### config.mk
export PLATFORM = sky130hd
export DESIGN_NAME = flag_bus_routing
export DESIGN_NICKNAME = d
export VERILOG_FILES = /design/src/include/flag_pkg.sv /design/src/verilog/pin_filter.sv /design/src/verilog/flag_bus_routing.sv
export SDC_FILE = /design/constraint.sdc
export NUM_CORES = 1
export LEC_CHECK = 0
export BUFFER_PORTS_ARGS = -buffer_cell sky130_fd_sc_hd__buf_2
export CORE_UTILIZATION = 52
export DETAILED_ROUTE_END_ITERATION = 12
export PLACE_DENSITY = 0.79
export SYNTH_ARGS = -nofsm -noshare
export SYNTH_HDL_FRONTEND = slang
export SYNTH_HIERARCHICAL = 1
export SYNTH_SLANG_ARGS = --single-unit
### constraint.sdc
create_clock -name clock -period 2.55 [get_ports clock]
set_clock_uncertainty 0.1 [all_clocks]
set_input_delay 0.1275 -clock clock [delete_from_list [all_inputs] [get_ports clock]]
set_output_delay 0.1275 -clock clock [all_outputs]
set_load 0.1 [all_outputs]
### src/include/flag_pkg.sv
// constants shared by the flag bus router and its pin filter
package flag_pkg;

   // ****************************************************
   // bus widths
   // ****************************************************
   localparam int FLAG_W = 16;          // width of the shared flag bus
   localparam int PIN_N = 13;           // flags that own a device pin
   localparam int START_N = 6;          // trigger inputs among the pins
   localparam int START_POS = 3;        // flag number of trigger_input_1
   localparam int FIXED_PIN_N = 3;      // low flags that are always pins
   localparam int ADDR_W = 12;          // axi byte address width
   localparam int DATA_W = 32;          // axi data width

   // ****************************************************
   // register indices, byte address is four times the index
   // ****************************************************
   localparam logic [9:0] DIR_IDX = 10'h01C1;   // flag_direction
   localparam logic [9:0] POL_IDX = 10'h01C2;   // flag_polarity
   localparam logic [9:0] SRC_IDX = 10'h01C3;   // flag_source_select

   // ****************************************************
   // reset values and field masks
   // ****************************************************
   localparam logic [15:0] DIR_RESET = 16'h1FFF;  // every pin an input
   localparam logic [15:0] POL_RESET = 16'h0000;  // all direct
   localparam logic [15:0] SRC_RESET = 16'h1207;  // debug and interrupt pins as flags
   localparam logic [15:0] SRC_MASK = 16'h1FF8;   // writable source bits 12..3
   localparam logic [15:0] PIN_MASK = 16'h1FFF;   // bits that exist in dir and pol

   // ****************************************************
   // timing
   // ****************************************************
   localparam int FILTER_CYCLES = 3;    // anti-glitch window in system clocks

   // ****************************************************
   // axi responses
   // ****************************************************
   localparam logic [1:0] RESP_OKAY = 2'h0;
   localparam logic [1:0] RESP_SLVERR = 2'h2;

endpackage : flag_pkg

### src/verilog/pin_filter.sv
// three-stage pin synchroniser followed by a stability filter
`timescale 1ns/1ps
module pin_filter #(
   parameter int CYCLES = flag_pkg::FILTER_CYCLES
) (
   // clock and reset
   input wire logic clock,
   input wire logic rst_n,
   // raw pin level and filtered result
   input wire logic pin_level,
   output logic filt_level
);
   import flag_pkg::*;

   // ****************************************************
   // synchroniser
   // ****************************************************
   logic meta_r;     // first stage, read only by sync_b_r
   logic sync_b_r;   // second stage
   logic sync_c_r;   // third stage
   logic [1:0] cnt_r;  // cycles the new level has held
   logic filt_r;       // filtered level

   // plain three-flop chain, no logic between stages
   always_ff @(posedge clock or negedge rst_n) begin
      if (!rst_n) begin
         meta_r <= 1'b0;
         sync_b_r <= 1'b0;
         sync_c_r <= 1'b0;
      end else begin
         meta_r <= pin_level;
         sync_b_r <= meta_r;
         sync_c_r <= sync_b_r;
      end
   end

   // ****************************************************
   // stability filter
   // ****************************************************
   // a level counts only when stages two and three agree
   wire agreed = (sync_b_r == sync_c_r);
   wire differs = agreed && (sync_c_r != filt_r);
   wire [1:0] cnt_nxt = differs ? cnt_r + 2'd1 : 2'd0;
   wire settle = differs && (cnt_nxt == 2'(CYCLES));

   // pulses of up to three clocks reset the count, so such a glitch never reaches the bus
   always_ff @(posedge clock or negedge rst_n) begin
      if (!rst_n) begin
         cnt_r <= 2'd0;
         filt_r <= 1'b0;
      end else begin
         cnt_r <= settle ? 2'd0 : cnt_nxt;
         if (settle) begin
            filt_r <= sync_c_r;
         end
      end
   end

   assign filt_level = filt_r;

endmodule : pin_filter

### src/verilog/flag_bus_routing.sv
// flag bus merge, pin routing and its axi4-lite configuration registers
`timescale 1ns/1ps
module flag_bus_routing (
   // clock and reset
   input wire logic clock,
   input wire logic rst_n,
   // channel flag copies
   input wire logic [flag_pkg::FLAG_W-1:0] chan_a_flags,
   input wire logic [flag_pkg::FLAG_W-1:0] chan_b_flags,
   // merged bus back to both channels
   output logic [flag_pkg::FLAG_W-1:0] flag_bus,
   // device pins: general_pin_0..2, trigger_input_1..6,
   // interrupt_out_pin, amplifier_out_1..2, debug_pin
   input wire logic [flag_pkg::PIN_N-1:0] pin_in,
   output logic [flag_pkg::PIN_N-1:0] pin_out,
   output logic [flag_pkg::PIN_N-1:0] pin_oe,
   // original pin functions of the rest of the device
   input wire logic [flag_pkg::PIN_N-1:0] func_out,
   input wire logic [flag_pkg::PIN_N-1:0] func_oe,
   output logic [flag_pkg::PIN_N-1:0] func_in,
   output logic [flag_pkg::START_N-1:0] start_active,
   // axi4-lite write address
   input wire logic [flag_pkg::ADDR_W-1:0] s_axi_awaddr,
   input wire logic s_axi_awvalid,
   output logic s_axi_awready,
   // axi4-lite write data
   input wire logic [flag_pkg::DATA_W-1:0] s_axi_wdata,
   input wire logic [3:0] s_axi_wstrb,
   input wire logic s_axi_wvalid,
   output logic s_axi_wready,
   // axi4-lite write response
   output logic [1:0] s_axi_bresp,
   output logic s_axi_bvalid,
   input wire logic s_axi_bready,
   // axi4-lite read address
   input wire logic [flag_pkg::ADDR_W-1:0] s_axi_araddr,
   input wire logic s_axi_arvalid,
   output logic s_axi_arready,
   // axi4-lite read data
   output logic [flag_pkg::DATA_W-1:0] s_axi_rdata,
   output logic [1:0] s_axi_rresp,
   output logic s_axi_rvalid,
   input wire logic s_axi_rready
);
   import flag_pkg::*;

   // ****************************************************
   // configuration registers
   // ****************************************************
   logic [15:0] dir_r;   // 1 = input flag, 0 = output flag
   logic [15:0] pol_r;   // 1 = inverted between bus and pin
   logic [15:0] src_r;   // 1 = pin used as flag

   // ****************************************************
   // bus slave state
   // ****************************************************
   logic awready_r;      // one-cycle address ready offer
   logic wready_r;       // one-cycle data ready offer
   logic aw_got_r;       // address captured
   logic w_got_r;        // data captured
   logic [ADDR_W-1:0] waddr_r;  // captured write address
   logic [15:0] wdata_r;        // captured low half of data
   logic [1:0] wstrb_r;         // lanes that matter here
   logic bvalid_r;
   logic [1:0] bresp_r;
   logic arready_r;
   logic rvalid_r;
   logic [DATA_W-1:0] rdata_r;
   logic [1:0] rresp_r;

   // ****************************************************
   // routing state
   // ****************************************************
   logic [FLAG_W-1:0] bus_r;
   logic [PIN_N-1:0] pin_out_r;
   logic [PIN_N-1:0] pin_oe_r;
   logic [PIN_N-1:0] func_in_r;
   logic [START_N-1:0] start_r;

   // ****************************************************
   // merge of the two channel copies
   // ****************************************************
   // each channel pulls a flag low independently; AND keeps either low
   wire [FLAG_W-1:0] merged = chan_a_flags & chan_b_flags;

   // ****************************************************
   // filtered pin levels, one filter per pin
   // ****************************************************
   wire [PIN_N-1:0] filt;

   genvar g;
   generate
      for (g = 0; g < PIN_N; g++) begin : g_filt
         pin_filter #(
            .CYCLES(FILTER_CYCLES)
         ) u_filt (
            .clock(clock),
            .rst_n(rst_n),
            .pin_level(pin_in[g]),
            .filt_level(filt[g])
         );
      end
   endgenerate

   // ****************************************************
   // mode decode per pin
   // ****************************************************
   // low three flags have no source bit and are always pins
   wire [PIN_N-1:0] src_eff = src_r[PIN_N-1:0] | PIN_MASK[PIN_N-1:0] & ~SRC_MASK[PIN_N-1:0];
   wire [PIN_N-1:0] as_input = src_eff & dir_r[PIN_N-1:0];
   wire [PIN_N-1:0] as_output = src_eff & ~dir_r[PIN_N-1:0];
   wire [PIN_N-1:0] pol = pol_r[PIN_N-1:0];

   // bus position fixed by pin index, never remapped
   wire [PIN_N-1:0] bus_low_nxt = (as_input & (filt ^ pol)) | (~as_input & merged[PIN_N-1:0]);
   wire [FLAG_W-1:0] bus_nxt = {merged[FLAG_W-1:PIN_N], bus_low_nxt};

   // output flag drives from merged flag, non-flag pin from original function, input flag drives nothing
   wire [PIN_N-1:0] pout_nxt = (as_output & (merged[PIN_N-1:0] ^ pol)) | (~src_eff & func_out);
   wire [PIN_N-1:0] poe_nxt = as_output | (~src_eff & func_oe);

   // original function sees the pin only while it owns it
   wire [PIN_N-1:0] fin_nxt = ~src_eff & filt;

   // trigger inputs with selectable active level
   wire [START_N-1:0] st_flag = src_eff[START_POS+START_N-1:START_POS];
   wire [START_N-1:0] st_lvl = filt[START_POS+START_N-1:START_POS];
   wire [START_N-1:0] st_pol = pol[START_POS+START_N-1:START_POS];
   wire [START_N-1:0] start_nxt = ~st_flag & (st_lvl ^ st_pol);

   // ****************************************************
   // routing registers
   // ****************************************************
   // every output is a flop; adds one clock of latency to the bus
   always_ff @(posedge clock or negedge rst_n) begin
      if (!rst_n) begin
         bus_r <= '0;
         pin_out_r <= '0;
         pin_oe_r <= '0;
         func_in_r <= '0;
         start_r <= '0;
      end else begin
         bus_r <= bus_nxt;
         pin_out_r <= pout_nxt;
         pin_oe_r <= poe_nxt;
         func_in_r <= fin_nxt;
         start_r <= start_nxt;
      end
   end

   // ****************************************************
   // write path decode
   // ****************************************************
   wire [9:0] widx = waddr_r[11:2];
   wire w_dir = (widx == DIR_IDX);
   wire w_pol = (widx == POL_IDX);
   wire w_src = (widx == SRC_IDX);
   wire w_hit = w_dir | w_pol | w_src;
   wire do_write = aw_got_r && w_got_r && !bvalid_r;
   // byte-lane mask over the 16-bit register
   wire [15:0] lane = {{8{wstrb_r[1]}}, {8{wstrb_r[0]}}};

   // merged value after byte lanes, reserved bits held at zero
   wire [15:0] dir_wr = ((dir_r & ~lane) | (wdata_r & lane)) & PIN_MASK;
   wire [15:0] pol_wr = ((pol_r & ~lane) | (wdata_r & lane)) & PIN_MASK;
   wire [15:0] src_wr = ((src_r & ~lane) | (wdata_r & lane)) & SRC_MASK;

   // ****************************************************
   // write address and data capture, either order
   // ****************************************************
   wire aw_take = s_axi_awvalid && awready_r;
   wire w_take = s_axi_wvalid && wready_r;

   always_ff @(posedge clock or negedge rst_n) begin
      if (!rst_n) begin
         awready_r <= 1'b0;
         aw_got_r <= 1'b0;
         waddr_r <= '0;
      end else begin
         // offer ready for one cycle, master holds valid until taken
         awready_r <= s_axi_awvalid && !awready_r && !aw_got_r && !bvalid_r;
         if (aw_take) begin
            aw_got_r <= 1'b1;
            waddr_r <= s_axi_awaddr;
         end else if (do_write) begin
            aw_got_r <= 1'b0;
         end
      end
   end

   always_ff @(posedge clock or negedge rst_n) begin
      if (!rst_n) begin
         wready_r <= 1'b0;
         w_got_r <= 1'b0;
         wdata_r <= '0;
         wstrb_r <= '0;
      end else begin
         wready_r <= s_axi_wvalid && !wready_r && !w_got_r && !bvalid_r;
         if (w_take) begin
            w_got_r <= 1'b1;
            wdata_r <= s_axi_wdata[15:0];
            wstrb_r <= s_axi_wstrb[1:0];
         end else if (do_write) begin
            w_got_r <= 1'b0;
         end
      end
   end

   // ****************************************************
   // register update and write response
   // ****************************************************
   always_ff @(posedge clock or negedge rst_n) begin
      if (!rst_n) begin
         dir_r <= DIR_RESET;
         pol_r <= POL_RESET;
         src_r <= SRC_RESET & SRC_MASK;
      end else if (do_write) begin
         if (w_dir) dir_r <= dir_wr;
         if (w_pol) pol_r <= pol_wr;
         if (w_src) src_r <= src_wr;
      end
   end

   // unmapped writes are dropped and answered with slverr
   always_ff @(posedge clock or negedge rst_n) begin
      if (!rst_n) begin
         bvalid_r <= 1'b0;
         bresp_r <= RESP_OKAY;
      end else if (do_write) begin
         bvalid_r <= 1'b1;
         bresp_r <= w_hit ? RESP_OKAY : RESP_SLVERR;
      end else if (s_axi_bready) begin
         bvalid_r <= 1'b0;
      end
   end

   // ****************************************************
   // read path
   // ****************************************************
   wire [9:0] ridx = s_axi_araddr[11:2];
   wire r_dir = (ridx == DIR_IDX);
   wire r_pol = (ridx == POL_IDX);
   wire r_src = (ridx == SRC_IDX);
   wire r_hit = r_dir | r_pol | r_src;
   // reserved source bits 2..0 read as ones: those pins are always flags
   wire [15:0] rd_src = src_r | (PIN_MASK & ~SRC_MASK);
   wire [15:0] rd_word = r_dir ? dir_r : r_pol ? pol_r : r_src ? rd_src : 16'h0000;
   wire ar_take = s_axi_arvalid && arready_r;

   always_ff @(posedge clock or negedge rst_n) begin
      if (!rst_n) begin
         arready_r <= 1'b0;
         rvalid_r <= 1'b0;
         rdata_r <= '0;
         rresp_r <= RESP_OKAY;
      end else begin
         arready_r <= s_axi_arvalid && !arready_r && !rvalid_r;
         if (ar_take) begin
            rvalid_r <= 1'b1;
            rdata_r <= {16'h0000, rd_word};
            rresp_r <= r_hit ? RESP_OKAY : RESP_SLVERR;
         end else if (s_axi_rready) begin
            rvalid_r <= 1'b0;
         end
      end
   end

   // ****************************************************
   // output drive
   // ****************************************************
   assign flag_bus = bus_r;
   assign pin_out = pin_out_r;
   assign pin_oe = pin_oe_r;
   assign func_in = func_in_r;
   assign start_active = start_r;
   assign s_axi_awready = awready_r;
   assign s_axi_wready = wready_r;
   assign s_axi_bvalid = bvalid_r;
   assign s_axi_bresp = bresp_r;
   assign s_axi_arready = arready_r;
   assign s_axi_rvalid = rvalid_r;
   assign s_axi_rdata = rdata_r;
   assign s_axi_rresp = rresp_r;
endmodule : flag_bus_routing

After elaboration in Yosys (flattened, before gate mapping)
Cells that the tools add are included.

Register bits after elaboration: 229. Bits of input ports: 138. Output and inout port bits: 102. Word-level logic and storage cells: 267.

Add/sub/neg operators: 13. Equality and inequality tests: 45. Muxes and demuxes: 38. Bitwise operators: 32. Reduce and logical (&&, ||, !) cells: 53.

Operators by type and width (count): $and 13x13->13 (12); $or 13x13->13 (6); $eq 10x9->1 const B (6); $mux 2 (28); $not 13->13 (4); $logic_and 1x1->1 (39); $mux 13 (3); $add 2x1->2 const B (13); $eq 2x2->1 const B (13); $xor 13x13->13 (2); $and 16x16->16 (1); $eq 1x1->1 (13); $ne 1x1->1 (13); $reduce_bool 2->1 (4); $logic_not 1->1 (7); $mux 1 (7); $and 6x6->6 (1); $not 6->6 (1); $reduce_and 2->1 (3); $xor 6x6->6 (1); $or 1x1->1 (4).

Depth between registers and ports, before layout
Gate-level depths: netlist of run 1.

Depth in word-level cells: 6. Depth in mapped cells: 5. Mapped depth without buffers: 3.

Cells and area by module
Netlist of run 1, hierarchy kept.

Modules (own cells, without submodules): flag_bus_routing (instances 1, cells an instance 479, area an instance 5947.0 sq um, seq. area each 3547.2 sq um); pin_filter (instances 13, cells an instance 16, area an instance 221.5 sq um, seq. area each 150.1 sq um).

Worst setup path before layout of run 1
No wires, ideal clock.

Path kind: flip-flop to flip-flop. Start: reg bvalid_r (netlist: s_axi_bvalid). End: reg (tool-made name). Library setup time: 0.125 ns. Arrival: 2.369 ns. Required time: 2.325 ns. Path slack: -0.044 ns. Stages on the path, launching flop included: 4. Path buffers: 0. Period minus slack after synthesis: 2.594 ns. Cell sequence: dfrtp_1 -> nand3b_1 -> nor4_4 -> mux2_2.

RTL lines: start, declared (RTL line flag_bus_routing.sv:64) `logic bvalid_r;`; start signal, assigned (RTL line flag_bus_routing.sv:227) `bvalid_r <= 1'b0;`; start signal, assigned (RTL line flag_bus_routing.sv:230) `bvalid_r <= 1'b1;`; start signal, assigned (RTL line flag_bus_routing.sv:233) `bvalid_r <= 1'b0;`.

==> impl_metrics.ini, run 1 <==
[cts]
clock_latency_ns = 0.49
clockBufferDepth = 3
cts_sinks = 219
postCtsSetupRepairBufs = 0
cts_root_buf = clkbuf_16
cts.clk_slew.worst_paths_ns = 0.06
cts_resized = 0
numCtsBuffers = 23
cts_hold_buf = 106
cts_tree = yes
h-tree-depth = 1

[grt]
grt_pass1_wl_mm = 31.8
gr-usage-met2 = 0.398
grt_overflow_total = 0
antenna_found_initial = 0
grt_pass1_vias = 6406
use_met1 = 0.289
grt_max_degree = 77
grt_use_met3 = 0.0458
grt.total_usage = 0.227
busiest_layer = met2

[sta]
hold_violations = 0
setup_viol = 0
fmax_ghz = 0.429
maxSlewHeadroom = 0.392
drv_slew = 0
fin_crit_sh = 0.913
layout_min_cycle_time_ns = 2.33
fin_tns_setup_ns = 0
rsz0062_at_grt = false
hold_ws_ns = 0.103
worstMarginPinSlew_ns = 0.910

[logic_synthesis]
yosysSeqAreaShare = 0.623
syn_area_mm2 = 0.00883
synth_area_leaders = dfrtp_1, mux2_2, dfstp_2
synth.avg_cell_area_um2 = 12.8
synth_edf_count = 0
netlist_instances = 687
synth_common_cells = dfrtp_1, mux2_2, o21ai_0, nand2_1, inv_1
yosysMostFrequentCell = dfrtp_1
synth-async-reset-ratio = 1.00
ys.flop_type = dfrtp_1
yosys.area.top_type = dfrtp_1
yosysWarnings = 6
synth_cell_type_count = 36
synth-seq-cells = 219
synth_top_area_share = 0.578

[run_status]
status = finished clean

[route]
wirelength_mm = 19.6
dr.pass1.iters = 5
vias = 6303
postRouteAntennaNets = 0
drc = 0
wl_per_cell_um = 15.8
vias_per_cell = 5.08
initialDrtViolationCount = 284

[finish]
antenna_cells = 0
fin_cells = 1240
nNetsFinal = 1143
layout-drive-gt1-share = 0.328
finish.utilization = 0.711
area_growth_pct = 33.6

[place]
globalplace.congestion = 0.790
io_buffer_count = 184
dp_hpwl_mm = 12.4
dp_cells = 1094

[min_path]
min_path_type = primary input to async pin

[setup_path]
start_kind = flop
setup.worst_path.end_class = flop
cp.required_ns = 2.82
critPathArrivalTime_ns = 2.60
setup.worst_path.class = flop to flop
worstPathMaxFanout = 7

[floorplan]
start_util = 0.532
die_area_mm2 = 0.0175
io_pins = 240
die_w_um = 132
fp.dieH_um = 132
core-area_mm2 = 0.0166
rows = 47

[power_and_ir_drop]
max-vdd-ir-drop_uv = 540
p_leak_nw = 5.52
power.total_mw = 8.95
powerDensity_mw_per_mm2 = 759

[run]
cap_violations = 0
## path summary, 6_finish.rpt
| check | from | to | slack (ns) | cells past startpoint |
|---|---|---|---|---|
| min | rst_n | pin_out[5] | 0.10 | 2 |
| min in group clock | s_axi_araddr[2] | s_axi_rdata[0] | 0.10 | 4 |
| max | waddr_r[5] | flop | 0.22 | 3 |
| max reg2reg | waddr_r[5] | flop | 0.22 | 3 |
| min reg2reg | g_filt[8].u_filt/meta_r | g_filt[8].u_filt/sync_b_r | 0.25 | 0 |
| max in group asynchronous | rst_n | async pin | 1.45 | 3 |
## cells by family (layout without fill, tap and decap cells)
kind of cell              after synthesis  in the layout  synth area share
DFF                                   219            219             0.623
and+or+nand+nor                       181            181             0.132
AOI/OAI and AO/OA                     116            116            0.0861
buffers and inverters                  73            383            0.0421
muxes                                  71             71            0.0906
xor gates and xnor gates               26             26            0.0258
other                                   1             24          0.000425
## final cells by class
class,instances,area [µm²]
tap,220,275
fill,1155,4790
sequential,219,5500
clock buffer,35,661
clock inverter,5,52.6
inverter,40,150
timing repair buffer,303,2110
multi-input combinational,418,3040
## critical path, stage by stage, from the launching register on
cell,delay (ns)
dfrtp_1,0.36
or4_1,0.82
nor4_4,0.53
mux2_2,0.40
## cells in the final DEF, fill, tap and decap left out, types with 8 or more instances in the layout
master and count:
xnor2_1 9, buf_4 11, a22oi_1 10, nor2b_1 24, dfstp_2 15, dlygate4sd3_1 106
nand3b_1 18, dfrtp_1 203, buf_2 183, o21ai_0 49, clkbuf_1 8, inv_1 40
nand2_1 46, o22ai_1 10, a211oi_2 13, nand4b_1 13, nor2_1 15, mux2_2 70
o211ai_1 13, nand3_1 11, conb_1 24, nand2b_1 23, or3b_1 13, clkbuf_16 23
xor2_1 17, a21oi_1 17
## power breakdown
group	internal (mW)	total [mW]	switching [mW]
registers	3.83	4.12	0.293
logic	0.551	1.67	1.12
clock network	1.88	3.16	1.28
total	6.26	8.95	2.70
## metal layers
metal	part of all wire	vias to the layer above
li1	-	2982
met1	0.42	3096
met2	0.50	192
met3	0.055	33
met4	0.019	0
met5	0	-
## metrics by stage
stage | area, µm² | setup WS [ns]
3_3_place_gp | 10000 | 0.262
4_1_cts | 11800 | 0.208
3_5_place_dp | 10000 | 0.225
5_1_grt | 11800 | 0.155
2_1_floorplan | 8910 | 0.177
6_report | 11800 | 0.221
Note: power is estimated with default switching activity, not from simulation.
==> run 2: changes to the inputs <==
==> constraint.sdc (replaced) <==
create_clock -name clock -period 2.55 [get_ports clock]
set_clock_uncertainty 0.1 [all_clocks]
set_input_delay 0.1275 -clock clock [delete_from_list [all_inputs] [get_ports clock]]
set_output_delay 0.1275 -clock clock [all_outputs]
set_load 0.05 [all_outputs]
==> run 2 against run 1 <==
Die area unchanged. Critical path depth is 2 higher. Fmax rose by 6.0%. Final area grew 0.53%. First-iteration DRC count grew 18%. Global-route usage grew 0.90 points.
==> impl_metrics.ini, run 2 (synthesis gave the netlist of run 1 again) <==
[run_status]
status = finished clean

[route]
postRouteAntennaNets = 0
wl_per_cell_um = 16.3
vias = 6280
drc = 0
wirelength_mm = 20.2
vias_per_cell = 5.06
initialDrtViolationCount = 336
dr.pass1.iters = 4

[floorplan]
fp.dieH_um = 132
core-area_mm2 = 0.0166
rows = 47
io_pins = 240
start_util = 0.532
die_area_mm2 = 0.0175
die_w_um = 132

[setup_path]
cp_num_buf_inv = 2
cp_top_family = simple AND/OR/NAND/NOR gates
worstPathMaxFanout = 8
start_kind = flop
slowest_stage = or4_1
cp_cell_sequence = or4_1, buf_4, nor4_4, buf_4, mux2_2
cpMostUsedCell = buf_4
critPathMaxStageDelay_ns = 0.51
setup.worst_path.end_class = flop
critPathArrivalTime_ns = 2.49
setup.worst_path.class = flop to flop
cp.required_ns = 2.84

[power_and_ir_drop]
powerDensity_mw_per_mm2 = 749
p_leak_nw = 5.55
pwr-share-clk = 0.385
switching_share = 0.274
power.switching_mw = 2.43
p_int_mw = 6.44
max-vdd-ir-drop_uv = 541
power.total_mw = 8.88
comb_power_share = 0.150
power_frac_seq = 0.465

[finish]
finish.utilization = 0.715
multi_input_area_mm2 = 0.00304
layout-drive-gt1-share = 0.335
area_growth_pct = 34.3
final_common_cell = dfrtp_1
nNetsFinal = 1142
finalInstanceArea_mm2 = 0.0119
regArea_mm2 = 0.00550
antenna_cells = 0
final_cell_mix = dfrtp_1, buf_2, dlygate4sd3_1
fill_cells = 1144

[cts]
cts_sinks = 219
cts_tree = yes
cts.clk_slew.worst_paths_ns = 0.06
numCtsBuffers = 23
cts_root_buf = clkbuf_16
clockBufferDepth = 3
clock_latency_ns = 0.51
cts_resized = 0
h-tree-depth = 1

[grt]
grt_overflow_total = 0
grt_max_degree = 73
grt_pass1_vias = 6621
grt_pass1_wl_mm = 33.0
antenna_found_initial = 0
grt.total_usage = 0.236

[place]
globalplace.congestion = 0.795
dp_worst_setup_slack_ns = 0.377
io_buffer_count = 184
dp_hpwl_mm = 12.1
dpl_cell_area_mm2 = 0.0100

[sta]
fin_tns_setup_ns = 0
setup_ws_ns = 0.354
maxSlewHeadroom = 0.294
layout_min_cycle_time_ns = 2.20
drv_slew = 0
worstMarginPinSlew_ns = 1.06
setup_viol = 0
hold_violations = 0
fmax_ghz = 0.455
fin_crit_sh = 0.861
rsz0062_at_grt = false

[run]
cap_violations = 0

[min_path]
min_path_type = primary input to async pin
[run 2: cell count changes in the layout (fill, tap and decap cells not counted)]
cell | before | now
clkinv_2 | 3 | 4
dfrtp_1 | 203 | 204
inv_6 | 0 | 1
dlygate4sd3_1 | 106 | 105
clkinvlp_4 | 1 | 3
clkbuf_1 | 8 | 1
clkbuf_8 | 4 | 7
bufinv_16 | 1 | 2
dfrtp_2 | 1 | 0
[run 2: worst paths after layout]
path,startpoint,slack (ns),to,cells past startpoint
worst max-delay path,waddr_r[4],0.35,flop,5
worst min-delay path,rst_n,0.06,pin_oe[5],2
worst max register to register,waddr_r[4],0.35,flop,5
worst min register to register,g_filt[3].u_filt/meta_r,0.25,g_filt[3].u_filt/sync_b_r,0
max in group asynchronous,rst_n,1.41,g_filt[11].u_filt/sync_c_r,3
min in group clock,s_axi_araddr[2],0.07,s_axi_rdata[2],4
[run 2: layout make-up]
type                    count  area share
clock buffers              31      0.0570
flip-flops and latches    219       0.464
clock inverters            10     0.00939
inverters                  40      0.0127
repair buffers            302       0.177
well taps                 220      0.0232
multi-input cells         418       0.257
[run 2: what timing repair did]
item / CTS / global route
endpoints found under the hold margin: 258 / 0
hold buffers: 105 / 0
setup buffers: 0 / 0
[run 2: power by group through the flow]
stage          clock network (mW)  registers (mW)  logic (mW)
2_1_floorplan                   0            4.33       0.651
3_3_place_gp                    0            4.15        1.18
3_5_place_dp                    0            4.17        1.20
4_1_cts                      3.48            4.12        1.33
5_1_grt                      3.65            4.17        1.43
6_report                     3.42            4.13        1.33
[run 2: per-stage QoR]
step                      hold slack [ns]  cells
after global placement             0.0277   1094
after global routing               0.0578   1240
after CTS                          0.0569   1240
final                              0.0614   1240
after floorplan                    -0.268    710
after detailed placement           0.0248   1094
[run 2: layer usage]
layer,vias to the layer above,global-route usage,share of wire
met3,40,0.0400,0.054
li1,2977,-,-
met4,0,0.0741,0.023
met5,-,0,0
met2,193,0.410,0.50
met1,3070,0.302,0.42
